**src/verilog/ser_pkg.sv**
```systemverilog
package ser_pkg;

  // ==========================================================
  // Queue geometry
  localparam int unsigned QUEUE_DEPTH = 20;
  localparam int unsigned PTR_W = 5;
  localparam logic [4:0] QUEUE_LAST = 5'h13;
  localparam logic [4:0] QUEUE_FULL = 5'h14;
  localparam logic [4:0] PTR_ZERO = 5'h00;
  localparam int unsigned ERR_W = 16;
  localparam logic [15:0] NO_ERROR_CODE = 16'h0000;

  // ==========================================================
  // Status byte and event bit positions
  localparam int unsigned SB_SEC_BIT = 2;
  localparam int unsigned SB_ERR_BIT = 3;
  localparam int unsigned SB_PRI_BIT = 5;
  localparam int unsigned PRI_USER_REQ_BIT = 6;

  // ==========================================================
  // Reset values
  localparam logic [7:0] EVENT_RESET = 8'h00;
  localparam logic [7:0] ENABLE_RESET = 8'h00;
  localparam logic [7:0] STATUS_RESET = 8'h00;
  localparam logic [15:0] KEY_REPLY_RESET = 16'h0000;
  localparam logic [15:0] KNOB_NET_RESET = 16'h0000;

  // ==========================================================
  // Knob reply encoding
  localparam logic [15:0] KNOB_CCW_BASE = 16'h8000;
  localparam logic [15:0] KNOB_CW_MAX = 16'h0190;
  localparam logic [15:0] KNOB_CCW_MAX = 16'h7e6f;

  // ==========================================================
  // Enumerations
  typedef enum logic [1:0] {
    MSG_ERROR = 2'h0,
    MSG_WARNING = 2'h1,
    MSG_PROMPT = 2'h2,
    MSG_CAUTION = 2'h3
  } ser_msg_class_t;

  typedef enum logic [3:0] {
    CMD_READ_OLDEST_ERROR = 4'h0,
    CMD_CLEAR_STATUS = 4'h1,
    CMD_QUERY_PRIMARY = 4'h2,
    CMD_QUERY_SECONDARY = 4'h3,
    CMD_QUERY_KEY_CODE = 4'h4,
    CMD_GO_TO_LOCAL = 4'h5,
    CMD_SET_PRIMARY_ENABLE = 4'h6,
    CMD_SET_SECONDARY_ENABLE = 4'h7,
    CMD_READ_STATUS = 4'h8
  } ser_cmd_code_t;

  typedef enum logic [2:0] {
    RSP_ERROR = 3'h0,
    RSP_NO_ERRORS = 3'h1,
    RSP_EVENT_PRIMARY = 3'h2,
    RSP_EVENT_SECONDARY = 3'h3,
    RSP_KEY_CODE = 3'h4,
    RSP_STATUS = 3'h5
  } ser_rsp_kind_t;

  typedef enum logic [1:0] {
    ST_IDLE = 2'b00,
    ST_FETCH = 2'b01,
    ST_ANSWER = 2'b11
  } ser_fsm_t;

  // ==========================================================
  // Carriers
  typedef struct packed {
    logic valid;
    ser_msg_class_t cls;
    logic [15:0] number;
  } ser_msg_t;

  typedef struct packed {
    logic valid;
    ser_cmd_code_t code;
    logic [7:0] data;
  } ser_cmd_t;

  typedef struct packed {
    logic valid;
    ser_rsp_kind_t kind;
    logic [15:0] data;
  } ser_rsp_t;

  typedef struct packed {
    logic key_valid;
    logic [14:0] key_code;
    logic knob_valid;
    logic knob_cw;
  } ser_panel_t;

endpackage : ser_pkg

```
**src/verilog/ser_err_mem.sv**
```systemverilog
module ser_err_mem
  import ser_pkg::*;
(
  input wire logic mclk, // System clock
  input wire logic srst, // Synchronous reset
  input wire logic wr_en, // Write strobe
  input wire logic [4:0] wr_addr, // Write slot
  input wire logic [15:0] wr_data, // Error number written
  input wire logic [4:0] rd_addr, // Read slot
  output logic [15:0] rd_data // Registered read word
);

  typedef struct packed {
    logic [QUEUE_DEPTH-1:0][ERR_W-1:0] words;
    logic [ERR_W-1:0] rdata;
  } ser_mem_state_t;

  ser_mem_state_t m_q;
  ser_mem_state_t m_d;

  // ==========================================================
  // Storage: read sees the array as it was before this edge's write
  always_comb begin
    m_d = m_q;
    m_d.rdata = m_q.words[rd_addr];
    if (wr_en) begin
      m_d.words[wr_addr] = wr_data;
    end
  end

  // Cleared on reset so a stale slot never leaks out as an error number
  always_ff @(posedge mclk) begin
    if (srst) begin
      m_q <= '0;
    end else begin
      m_q <= m_d;
    end
  end

  assign rd_data = m_q.rdata;

endmodule : ser_err_mem

```
**src/verilog/ser_status.sv**
```systemverilog
module ser_status
  import ser_pkg::*;
(
  input wire logic mclk, // System clock, 125 MHz
  input wire logic srst, // Synchronous reset, active high
  input wire logic preset_req, // Instrument preset pulse
  input wire ser_msg_t msg_i, // Displayed message strobe
  input wire ser_panel_t panel_i, // Front-panel key and knob strobes
  input wire logic [7:0] pri_cond_i, // Primary monitored conditions
  input wire logic [7:0] sec_cond_i, // Secondary monitored conditions
  input wire ser_cmd_t cmd_i, // Addressed command from controller
  input wire logic poll_req, // Serial poll request pulse
  output logic cmd_ready, // Ready to accept a command this cycle
  output ser_rsp_t rsp_o, // Command answer, valid one cycle
  output logic poll_valid, // Serial poll answer strobe
  output logic [7:0] poll_byte, // Serial poll answer
  output logic [7:0] status_byte, // Live status byte
  output logic remote, // Remote mode flag
  output logic key_exec_valid, // Local key function strobe
  output logic [14:0] key_exec_code, // Key for local execution
  output logic [4:0] queue_count // Entries in error queue
);

  // ==========================================================
  // State
  // Everything the block remembers except the error records travels in this one word, so
  // reset and the clock edge treat all of it alike
  typedef struct packed {
    ser_fsm_t fsm;
    logic fetch_hit;
    logic [4:0] rd_ptr;
    logic [4:0] wr_ptr;
    logic [4:0] count;
    logic [7:0] pri_latch;
    logic [7:0] sec_latch;
    logic [7:0] pri_enable;
    logic [7:0] sec_enable;
    logic [7:0] pri_prev;
    logic [7:0] sec_prev;
    logic [15:0] key_reply;
    logic [15:0] knob_net;
    logic remote;
    logic cmd_ready;
    ser_rsp_t rsp;
    logic poll_valid;
    logic [7:0] poll_byte;
    logic [7:0] status;
    logic key_exec_valid;
    logic [14:0] key_exec_code;
  } ser_state_t;

  // Registered state and its next value
  ser_state_t s_q;
  ser_state_t s_d;

  // Queue and latch controls decoded by the next-state logic
  logic push;
  logic pop;
  logic clr_queue;
  logic clr_pri;
  logic clr_sec;
  logic [7:0] pri_set;
  logic [7:0] sec_set;

  // Memory side: slot to write and the registered head record
  logic [4:0] wr_addr;
  logic [15:0] head_word;

  // ==========================================================
  // Helpers
  // Rising edge of a bank of condition levels
  // A level that stays high latches once, not on every cycle
  function automatic logic [7:0] onset(input logic [7:0] now, input logic [7:0] prev);
    onset = now & ~prev;
  endfunction : onset

  // Ring pointer advance over the 20 slots
  // Wraps at the last slot since the depth is not a power of two
  function automatic logic [4:0] next_ptr(input logic [4:0] p);
    next_ptr = (p == QUEUE_LAST) ? PTR_ZERO : p + 5'h01;
  endfunction : next_ptr

  // Knob reply: clockwise as minus count, counter-clockwise offset by 32768
  // The controller tells the two apart at -400, so the net count is held
  // inside its range before it reaches this encoding
  function automatic logic [15:0] knob_reply(input logic [15:0] net);
    if (!net[15]) begin
      knob_reply = 16'h0000 - net;
    end else begin
      knob_reply = KNOB_CCW_BASE + (16'h0000 - net);
    end
  endfunction : knob_reply

  // Any enabled latched bit raises the summary
  // Shared by the primary and the secondary summary bits
  function automatic logic summary(input logic [7:0] latch, input logic [7:0] en);
    summary = |(latch & en);
  endfunction : summary

  // ==========================================================
  // Next-state logic
  // One process owns every next value
  always_comb begin
    s_d = s_q;
    // Strobe outputs last one cycle unless raised again below
    s_d.rsp.valid = 1'b0;
    s_d.poll_valid = 1'b0;
    s_d.key_exec_valid = 1'b0;
    // Controls start idle; a preset always drops every queued record
    pop = 1'b0;
    clr_queue = preset_req;
    clr_pri = 1'b0;
    clr_sec = 1'b0;

    // Latch onsets; the user request bit also takes panel activity
    pri_set = onset(pri_cond_i, s_q.pri_prev);
    pri_set[PRI_USER_REQ_BIT] = pri_set[PRI_USER_REQ_BIT] | panel_i.key_valid
      | panel_i.knob_valid;
    sec_set = onset(sec_cond_i, s_q.sec_prev);
    // Remember this cycle's levels so only a fresh rise latches
    s_d.pri_prev = pri_cond_i;
    s_d.sec_prev = sec_cond_i;

    // Front panel: a key replaces any pending knob count
    // A key wins when both strobes arrive in one cycle
    if (panel_i.key_valid) begin
      s_d.key_reply = {1'b0, panel_i.key_code};
      s_d.knob_net = KNOB_NET_RESET;
      // In remote the key is only reported; local use is withheld
      if (!s_q.remote) begin
        s_d.key_exec_valid = 1'b1;
        s_d.key_exec_code = panel_i.key_code;
      end
    end else if (panel_i.knob_valid) begin
      // Saturate so the reply never crosses the -400 decode boundary
      // Clockwise stops at the largest count still read as clockwise
      if (panel_i.knob_cw) begin
        if (s_q.knob_net[15] || s_q.knob_net != KNOB_CW_MAX) begin
          s_d.knob_net = s_q.knob_net + 16'h0001;
        end
      end else begin
        // Counter-clockwise stops short of the offset's reach
        if (s_q.knob_net != (16'h0000 - KNOB_CCW_MAX)) begin
          s_d.knob_net = s_q.knob_net - 16'h0001;
        end
      end
      s_d.key_reply = knob_reply(s_d.knob_net);
    end

    // Serial poll answers from the registered byte, mode untouched
    // A poll may land while a command is in flight; it reads only the
    // registered byte, so neither side disturbs the other
    if (poll_req) begin
      s_d.poll_valid = 1'b1;
      s_d.poll_byte = s_q.status;
    end

    // Command sequencer
    unique case (s_q.fsm)
      ST_IDLE: begin
        if (cmd_i.valid) begin
          // Any addressed exchange takes the panel away; go-to-local
          // hands it straight back below
          s_d.remote = 1'b1;
          // Status reply by default; other answers overwrite it
          s_d.rsp.data = {8'h00, s_q.status};
          unique case (cmd_i.code)
            CMD_READ_OLDEST_ERROR: begin
              // Two extra cycles let the memory present the head record
              s_d.fsm = ST_FETCH;
            end
            CMD_CLEAR_STATUS: begin
              // Latches and queue go together; a preset clears only the queue
              clr_pri = 1'b1;
              clr_sec = 1'b1;
              clr_queue = 1'b1;
            end
            CMD_QUERY_PRIMARY: begin
              s_d.rsp.valid = 1'b1;
              s_d.rsp.kind = RSP_EVENT_PRIMARY;
              s_d.rsp.data = {8'h00, s_q.pri_latch};
              // Reading clears, but an onset in this cycle still lands
              clr_pri = 1'b1;
            end
            CMD_QUERY_SECONDARY: begin
              s_d.rsp.valid = 1'b1;
              s_d.rsp.kind = RSP_EVENT_SECONDARY;
              s_d.rsp.data = {8'h00, s_q.sec_latch};
              // Same read-to-clear behaviour as the primary register
              clr_sec = 1'b1;
            end
            CMD_QUERY_KEY_CODE: begin
              // Last key or net knob count; reading leaves it in place
              s_d.rsp.valid = 1'b1;
              s_d.rsp.kind = RSP_KEY_CODE;
              s_d.rsp.data = s_q.key_reply;
            end
            CMD_GO_TO_LOCAL: begin
              s_d.remote = 1'b0;
            end
            CMD_SET_PRIMARY_ENABLE: begin
              // Enables only steer the summary bits, never the latches
              s_d.pri_enable = cmd_i.data;
            end
            CMD_SET_SECONDARY_ENABLE: begin
              s_d.sec_enable = cmd_i.data;
            end
            CMD_READ_STATUS: begin
              // Data already holds the status byte; nothing is cleared
              s_d.rsp.valid = 1'b1;
              s_d.rsp.kind = RSP_STATUS;
            end
            default: begin
              // Unknown codes get no answer but still count as remote access
              s_d.rsp.valid = 1'b0;
            end
          endcase
        end
      end
      ST_FETCH: begin
        // Only entries visible before this edge are in the read word
        // The hit is fixed here so a later push cannot slip into the answer
        s_d.fetch_hit = (s_q.count != PTR_ZERO);
        s_d.fsm = ST_ANSWER;
      end
      ST_ANSWER: begin
        s_d.rsp.valid = 1'b1;
        // A preset landing now empties the queue, so answer no errors
        if (s_q.fetch_hit && !clr_queue) begin
          s_d.rsp.kind = RSP_ERROR;
          s_d.rsp.data = head_word;
          pop = 1'b1;
        end else begin
          s_d.rsp.kind = RSP_NO_ERRORS;
          s_d.rsp.data = NO_ERROR_CODE;
        end
        s_d.fsm = ST_IDLE;
      end
      default: begin
        // The unused code falls back to idle rather than locking up
        s_d.fsm = ST_IDLE;
      end
    endcase

    // Errors and warnings enter; prompts and cautions never do
    // A full queue refuses, unless a pop or clear frees a slot now
    push = msg_i.valid && (msg_i.cls == MSG_ERROR || msg_i.cls == MSG_WARNING)
      && (clr_queue || pop || s_q.count != QUEUE_FULL);

    // Queue pointers; a record arriving with a clear survives it
    // Count moves by one at most except on a clear, so full and empty never alias
    if (clr_queue) begin
      s_d.rd_ptr = PTR_ZERO;
      s_d.wr_ptr = push ? next_ptr(PTR_ZERO) : PTR_ZERO;
      s_d.count = push ? 5'h01 : PTR_ZERO;
    end else begin
      if (pop) begin
        s_d.rd_ptr = next_ptr(s_q.rd_ptr);
      end
      if (push) begin
        s_d.wr_ptr = next_ptr(s_q.wr_ptr);
      end
      if (push && !pop) begin
        s_d.count = s_q.count + 5'h01;
      end else if (pop && !push) begin
        s_d.count = s_q.count - 5'h01;
      end
    end

    // Latched events: a new onset wins over a same-cycle clear
    // Bits hold after the condition goes away until a read or a clear-status command clears them
    s_d.pri_latch = (s_q.pri_latch & ~{8{clr_pri}}) | pri_set;
    s_d.sec_latch = (s_q.sec_latch & ~{8{clr_sec}}) | sec_set;

    // Status byte built from the next state, so it changes on the same edge as the state
    // Bits other than the three summaries read as zero
    s_d.status = STATUS_RESET;
    s_d.status[SB_ERR_BIT] = (s_d.count != PTR_ZERO);
    s_d.status[SB_PRI_BIT] = summary(s_d.pri_latch, s_d.pri_enable);
    s_d.status[SB_SEC_BIT] = summary(s_d.sec_latch, s_d.sec_enable);


    // Ready is registered so the controller sees it settle with the state
    s_d.cmd_ready = (s_d.fsm == ST_IDLE);
  end

  // ==========================================================
  // Error record storage
  assign wr_addr = clr_queue ? PTR_ZERO : s_q.wr_ptr;

  // Head read is a cycle late, which the fetch state absorbs

  ser_err_mem u_err_mem (
    .mclk(mclk),
    .srst(srst),
    .wr_en(push),
    .wr_addr(wr_addr),
    .wr_data(msg_i.number),
    .rd_addr(s_q.rd_ptr),
    .rd_data(head_word)
  );

  // ==========================================================
  // State register
  always_ff @(posedge mclk) begin
    if (srst) begin
      // Constants only, field by field, so no stale value survives
      s_q.fsm <= ST_IDLE;
      s_q.fetch_hit <= 1'b0;
      s_q.rd_ptr <= PTR_ZERO;
      s_q.wr_ptr <= PTR_ZERO;
      s_q.count <= PTR_ZERO;
      s_q.pri_latch <= EVENT_RESET;
      s_q.sec_latch <= EVENT_RESET;
      s_q.pri_enable <= ENABLE_RESET;
      s_q.sec_enable <= ENABLE_RESET;
      s_q.pri_prev <= EVENT_RESET;
      s_q.sec_prev <= EVENT_RESET;
      s_q.key_reply <= KEY_REPLY_RESET;
      s_q.knob_net <= KNOB_NET_RESET;
      s_q.remote <= 1'b0;
      s_q.cmd_ready <= 1'b1;
      s_q.rsp <= '0;
      s_q.poll_valid <= 1'b0;
      s_q.poll_byte <= STATUS_RESET;
      s_q.status <= STATUS_RESET;
      s_q.key_exec_valid <= 1'b0;
      s_q.key_exec_code <= 15'h0000;
    end else begin
      s_q <= s_d;
    end
  end

  // ==========================================================
  // Outputs, all straight from the state register
  assign cmd_ready = s_q.cmd_ready;
  assign rsp_o = s_q.rsp;
  assign poll_valid = s_q.poll_valid;
  assign poll_byte = s_q.poll_byte;
  assign status_byte = s_q.status;
  assign remote = s_q.remote;
  assign key_exec_valid = s_q.key_exec_valid;
  assign key_exec_code = s_q.key_exec_code;
  assign queue_count = s_q.count;

endmodule : ser_status

```
**config.mk**
```make
export PLATFORM = sky130hd
export DESIGN_NAME = ser_status
export DESIGN_NICKNAME = d
export VERILOG_FILES = /design/src/verilog/ser_pkg.sv /design/src/verilog/ser_err_mem.sv /design/src/verilog/ser_status.sv
export SDC_FILE = /design/constraint.sdc
export NUM_CORES = 1
export LEC_CHECK = 0
export BUFFER_PORTS_ARGS = -buffer_cell sky130_fd_sc_hd__buf_2
export CAP_MARGIN = 20
export CELL_PAD_IN_SITES_DETAIL_PLACEMENT = 0
export CELL_PAD_IN_SITES_GLOBAL_PLACEMENT = 1
export CORE_AREA = 5 5 231 233
export DETAILED_ROUTE_END_ITERATION = 10
export DIE_AREA = 0 0 236 238
export PLACE_DENSITY_LB_ADDON = 0.1
export SKIP_CTS_REPAIR_TIMING = 1
export SYNTH_ARGS = -nofsm -noshare
export SYNTH_HDL_FRONTEND = slang
export SYNTH_SLANG_ARGS = --single-unit
```
**constraint.sdc**
```tcl
create_clock -name mclk -period 5.8 [get_ports mclk]
set_clock_uncertainty 0.15 [all_clocks]
set_input_delay 0.58 -clock mclk [delete_from_list [all_inputs] [get_ports mclk]]
set_output_delay 0.58 -clock mclk [all_outputs]
set_load 0.005 [all_outputs]
```
==> results of run 1 <==
==> cells in the final DEF, fill, tap and decap left out, types with 5 or more instances in the layout <==
master	n
xor2_1	22
buf_2	117
inv_1	14
or4_1	6
conb_1	10
xnor2_1	18
mux4_2	96
nor2_4	6
mux2i_1	273
dfxtp_1	476
nand2b_1	7
nor2b_1	41
nor2_2	9
nand3b_1	5
nand4_1	12
ha_1	12
a211oi_1	5
buf_4	24
o22ai_1	17
clkinv_2	6
clkbuf_8	15
nand2_1	239
nor2_1	362
a22o_1	17
nand3_1	10
nor3_1	18
o21ai_0	51
bufinv_16	6
clkbuf_1	14
nor3b_1	9
clkbuf_16	55
a21oi_1	155
a22oi_1	22
or2_2	11
nor4_1	7
or3_1	7
==> final cells by class <==
type	instances	area [um2]
flip-flops and latches	479	9598
multi-input cells	1518	10790
clock inverters	13	219.0
clock buffers	84	1635
fillers	4868	26990
well taps	680	850.8
inverters	17	63.81
repair buffers	145	840.8
==> worst reg2reg max path, cell delays in order (launching register included) <==
cell and delay [ns]:
dfxtp_1 0.32, inv_1 0.07, ha_1 0.23, and2_1 0.33, a41o_1 0.44, nor2_1 0.13, nor2_2 0.47, nand2_1 0.12
buf_4 0.30, nor2_1 0.77, buf_4 0.33, nand2_1 0.08, a21oi_1 0.14
==> power breakdown <==
part	switching (W)	internal [W]
logic	0.000313	0.000169
registers	0.0000443	0.00335
clock network	0.00135	0.00219
==> worst min-delay path by stage <==
stage                    endpoint  slack [ns]  depth (start not counted)
2_1_floorplan  u_err_mem.m_q[288]        0.28                          2
3_3_place_gp   u_err_mem.m_q[298]        0.29                          2
3_5_place_dp   u_err_mem.m_q[300]        0.30                          2
4_1_cts                   s_q[90]        0.02                          2
5_1_grt                   s_q[99]        0.04                          2
6_report                  s_q[90]        0.06                          2
==> flip-flops by register name, summed over array words and instances, names as in the netlist <==
name	cells
key_exec_valid	1
poll_byte	3
rsp_o	20
poll_valid	1
remote	1
u_err_mem.rd_data	16
status_byte	3
u_err_mem.m_q	320
cmd_ready	1
key_exec_code	15
s_q	93
queue_count	5
==> cells by family after synthesis <==
group	Yosys count
buf+inv	252
xor+xnor	41
mux	371
fa+ha+maj	12
compound gates	306
flops	479
simple gates	778
other cells	1
==> through the flow <==
step | worst slack [ns] | instances
floorplan | 2.880 | 2249
global placement | 1.689 | 2837
detailed placement | 1.646 | 2839
CTS | 1.824 | 2936
global route | 1.534 | 2936
finish | 1.822 | 2936
==> layer usage <==
metal | track usage [%] | wire (um) | part of all wire [%]
met1 | 27.49 | 27130 | 47
met2 | 33.80 | 27430 | 47
met3 | 2.647 | 2117 | 3.7
met4 | 4.891 | 1201 | 2.1
met5 | 0 | 0 | 0
==> impl_results.md, run 1 <==
- Core area: 50990 um2
- Peak supply drop: 0.2262 mV
- Post-synth EDFFs: 0
- Largest net degree at the start of global routing: 189
- Synth Area in Adders: 0.6956%
- Die area: 56170 um2
- Initial antenna violation count: 0
- Yosys cell types: 83
- Slew headroom: 34.68%
- Synth Area in XOR/XNOR: 1.751%
- Mapped Area: 21580 um2
- Critical path data arrival time: 4.32 ns
- WP depth: 12
- H-Tree Depth: 2
- Post-synth top flop: dfxtp_1
- CP startpoint kind: flop
- Syn Area/Cell: 9.636 um2
- Hold Violations, Final: 0
- Top area cells in the synthesized netlist: dfxtp_1 (44%), mux2i_1 (13%), mux4_2 (10%)
- Actual slew at the worst max-slew pin: 0.9775 ns
- Via/cell ratio: 5.326
- Hold path start: sec_cond_i[3]
- Antenna cells: 0
- CP delay by family, top: simple AND/OR/NAND/NOR gates
- R2r startpoint: s_q[151]
- Starting Density: 42.33%
- Bufs on Longest Clock Path: 3
- WP buf/inv: 3
- Flop2flop setup slack: 1.82 ns
- PwrDens: 308.9 nW/um2
- Congestion Overflow GR: 0
- RePlAce Congestion: 0.7941
- HP Class: in2reg
- Die Height: 238 um
- Crit path required time: 6.15 ns
- Layout cells sized above 1: 16.62%
- Initial drt markers: 985
- # IOs: 130
- Post-Syn Instances: 2240
- Number of global-route vias before repair: 15200
- Area delta synth->final: 11.20%
- CTS Root Cell: clkbuf_16
- Commonest cells post-synth: dfxtp_1 (479), nor2_1 (365), mux2i_1 (273)
- Via count: 15640
- Max Clock Freq: 251.4 MHz
- Outcome: finished, final reports clean
- CP Capture Type: flop
- Asr flop ratio synth: 0%
- Complex-gate fraction of the synthesized area: 8.481%
- Die width: 236 um
- Overall Power: 0.007415 W
- Drt pass-1 iters: 5
- # Max-Cap Violations: 0
- Yosys warnings: 0
- TritonCTS buffer count: 53
- Leak Pwr: 8.865 nW
- Wire per inst: 19.71 um
- CP peak stage delay: 0.74 ns
- CP cell instances: inv_1 > ha_1 > and2_1 > a41o_1 > nor2_1 > nor2_2 > nand2_1 > buf_4 > nor2_1 > buf_4 > nand2_1 > a21oi_1
- Reg2Reg Depth: 12
- Design area: 24000 um2
- Routed Antenna Nets: 0
- CTS tree: done
- Synthesized flop and latch total: 479
- Setup TNS: 0 ns
- Routed WL: 57880 um
- DRC: 0
- All-Layer GR Usage: 20.01%
- Core Util, Final: 47.07%
- Std-Cell Rows: 83
- Slew Limit Fails: 0
- Clk sinks: 479
- Post-synthesis simple-gate area fraction: 16.02%
- First-pass GRT wire length: 90440 um
- # nets final: 2296
- Crit share post-route: 68.58%
- Clock Pin Slew Worst Setup and Hold Paths: 0.06 ns
- RSZ-0062 raised after global routing: no
- Most numerous cell in the Yosys netlist: dfxtp_1
- Slowest CP cell: nor2_1
- Clk_lat worst skew: 0.59 ns
- Port Buf Inserts: 118
- HPWL after DPL: 36470 um
- FF-to-FF End: u_err_mem.m_q[166]
- Crit. Startpoint: s_q[151]
- Mux contribution to synthesized area: 22.78%
- Hold slack: 0.06062 ns
- CP Class: reg2reg
- Critical Path Sink: u_err_mem.m_q[166]
- Final Critical Period: 3.978 ns
- Share of the synthesized area in the top cell type: 44.43%
- DP Area: 22150 um2
- Largest family of logic cells by synthesized area: multiplexers
- Final setup fails: 0
- Peak fanout along the critical path: 37
- Register area share after synthesis: 44.43%
- Largest area contributor in the netlist: dfxtp_1
No activity file was read; power rests on OpenSTA's default activity.
==> run 2: changes to the inputs <==
- clock period: 5.8 -> 4 ns (I/O delays scaled with it)
==> impl_results.md, run 2 (synthesis gave the netlist of run 1 again) <==
- Outcome: complete, but fails checks
- Failing checks: hold timing
- FF-to-FF End: u_err_mem.m_q[329]
- All-Layer GR Usage: 20.56%
- Port Buf Inserts: 118
- Routed WL: 59210 um
- Initial antenna violation count: 0
- Clk sinks: 479
- H-Tree Depth: 2
- Core Util, Final: 47.86%
- Max Used Layer: met4
- RSZ-0062 raised after global routing: no
- Leak Pwr: 9.055 nW
- Core area: 50990 um2
- Met3 wire length: 2456 um
- Antenna cells: 0
- CP Class: reg2reg
- Critical path data arrival time: 3.71 ns
- Number of flip-flops in the largest register: 320
- Initial drt markers: 1088
- Max Clock Freq: 290.9 MHz
- Bufs on Longest Clock Path: 3
- Std-Cell Rows: 83
- Most Frequent Cell on Critical Path: nor2_1
- Clock power share: 45.5%
- RePlAce Congestion: 0.7756
- HPWL after DPL: 37800 um
- Area delta synth->final: 13.05%
- Layout cells sized above 1: 16.76%
- Clk_lat worst skew: 0.60 ns
- Flop2flop setup slack: 0.56 ns
- Commonest non-fill, non-tap cell in the layout: dfxtp_1
- Starting Density: 42.33%
- Die Height: 238 um
- CTS tree: done
- Peak supply drop: 0.3182 mV
- TritonCTS buffer count: 53
- Internal: 0.007875 W
- Hold path start: cmd_i[2]
- Routed Antenna Nets: 0
- # nets final: 2359
- Die width: 236 um
- Commonest non-fill, non-tap cells in the layout: dfxtp_1 (477), nor2_1 (364), mux2i_1 (273)
- Logic pwr share: 7.1%
- HP Class: in2reg
- Post-Place Setup Slack: 0.5772 ns
- # Max-Cap Violations: 0
- # IOs: 130
- Placed Cells: 2862
- DRC: 0
- DP Area: 22340 um2
- CP peak stage delay: 0.45 ns
- Hold Violations, Final: 1
- Wire per inst: 19.77 um
- Sequential share of power: 47.4%
- Setup TNS: 0 ns
- Biggest register: u_err_mem.m_q
- PwrDens: 425.3 nW/um2
- P_sw: 0.002504 W
- CP Capture Type: flop
- Largest net degree at the start of global routing: 103
- Slew headroom: 29.36%
- Via/cell ratio: 5.330
- Setup ws final: 0.5622 ns
- First-pass GRT wire length: 92850 um
- Design area: 24400 um2
- CP startpoint kind: flop
- Worst hold endpoint: s_q[105]
- Actual slew at the worst max-slew pin: 1.060 ns
- Clock Pin Slew Worst Setup and Hold Paths: 0.06 ns
- Non-Filler Instances: 2995
- Peak fanout along the critical path: 16
- Crit path required time: 4.28 ns
- Number of global-route vias before repair: 15640
- CP cell instances: inv_1 > ha_1 > and2_1 > a41o_1 > nor2_1 > nor2_2 > nand4_1 > nor4b_2 > buf_4 > mux2i_1 > nor2_1
- Reg2Reg Depth: 11
- Hold path depth: 3
- Via count: 15960
- Slew Limit Fails: 0
- Crit share post-route: 85.95%
- Final Critical Period: 3.438 ns
- Sw frac: 24.13%
- Met2 wire length: 28030 um
- Congestion Overflow GR: 0
- Die area: 56170 um2
- R2r startpoint: s_q[151]
- Final setup fails: 0
- CTS Root Cell: clkbuf_16
- Slowest CP cell: a41o_1
- M1 wire length: 27500 um
- Hold slack: -0.005269 ns
- Drt pass-1 iters: 5
## run 2: changes by cell type in the layout (fill, tap and decap cells not counted), sizes merged
cell	delta
clkinvlp	+1
clkinv	+4
buf	+23
bufinv	-4
clkbuf	-6
dlygate4sd3	+40
inv	+1
## run 2: per-stage QoR
stage	power [W]	hold WS, ns
floorplan	0.005525	0.2833
global placement	0.005724	0.2889
detailed placement	0.005736	0.2951
CTS	0.01050	-0.1441
global route	0.01080	0.008355
finish	0.01038	-0.005269
## run 2: final cells by class
type,instances,area (um2)
clock buffer,78,1520
clock inverter,15,142.6
fill,4880,26590
inverter,17,63.81
multi-input combinational,1518,10790
sequential,479,9597
tap,680,850.8
timing repair buffer,208,1439
## run 2: routing by layer
layer,vias up,global-route usage (%)
li1,7767,-
met1,7808,28.15
met2,311,34.36
met3,78,3.074
met4,0,5.471
met5,-,0
## run 2: power by group through the flow
stage | combinational, W | clock [W] | sequential (W)
floorplan | 0.000531 | 0 | 0.00499
global placement | 0.000701 | 0 | 0.00502
detailed placement | 0.000711 | 0 | 0.00503
CTS | 0.000715 | 0.00486 | 0.00492
global route | 0.000819 | 0.00506 | 0.00493
finish | 0.000739 | 0.00472 | 0.00492
## run 2: worst max path at each step
| stage | start | end | slack [ns] | depth (start not counted) |
|---|---|---|---|---|
| 2_1_floorplan | s_q[151] | u_err_mem.m_q[37] | 1.14 | 12 |
| 6_report | s_q[151] | u_err_mem.m_q[329] | 0.56 | 11 |
| 3_5_place_dp | s_q[151] | u_err_mem.m_q[331] | 0.58 | 11 |
| 4_1_cts | s_q[151] | u_err_mem.m_q[331] | 0.56 | 11 |
| 5_1_grt | s_q[151] | u_err_mem.m_q[328] | 0.27 | 11 |
| 3_3_place_gp | cmd_i[10] | u_err_mem.m_q[325] | 0.63 | 10 |
## run 2: critical path, delay by kind of cell (launching register included)
kind                       cells  cell delay, ns
buffers and inverters          2            0.46
and+or+nand+nor                6            1.42
adders and majority gates      1            0.23
DFF                            1            0.32
AOI/OAI and AO/OA              1            0.45
muxes                          1            0.23
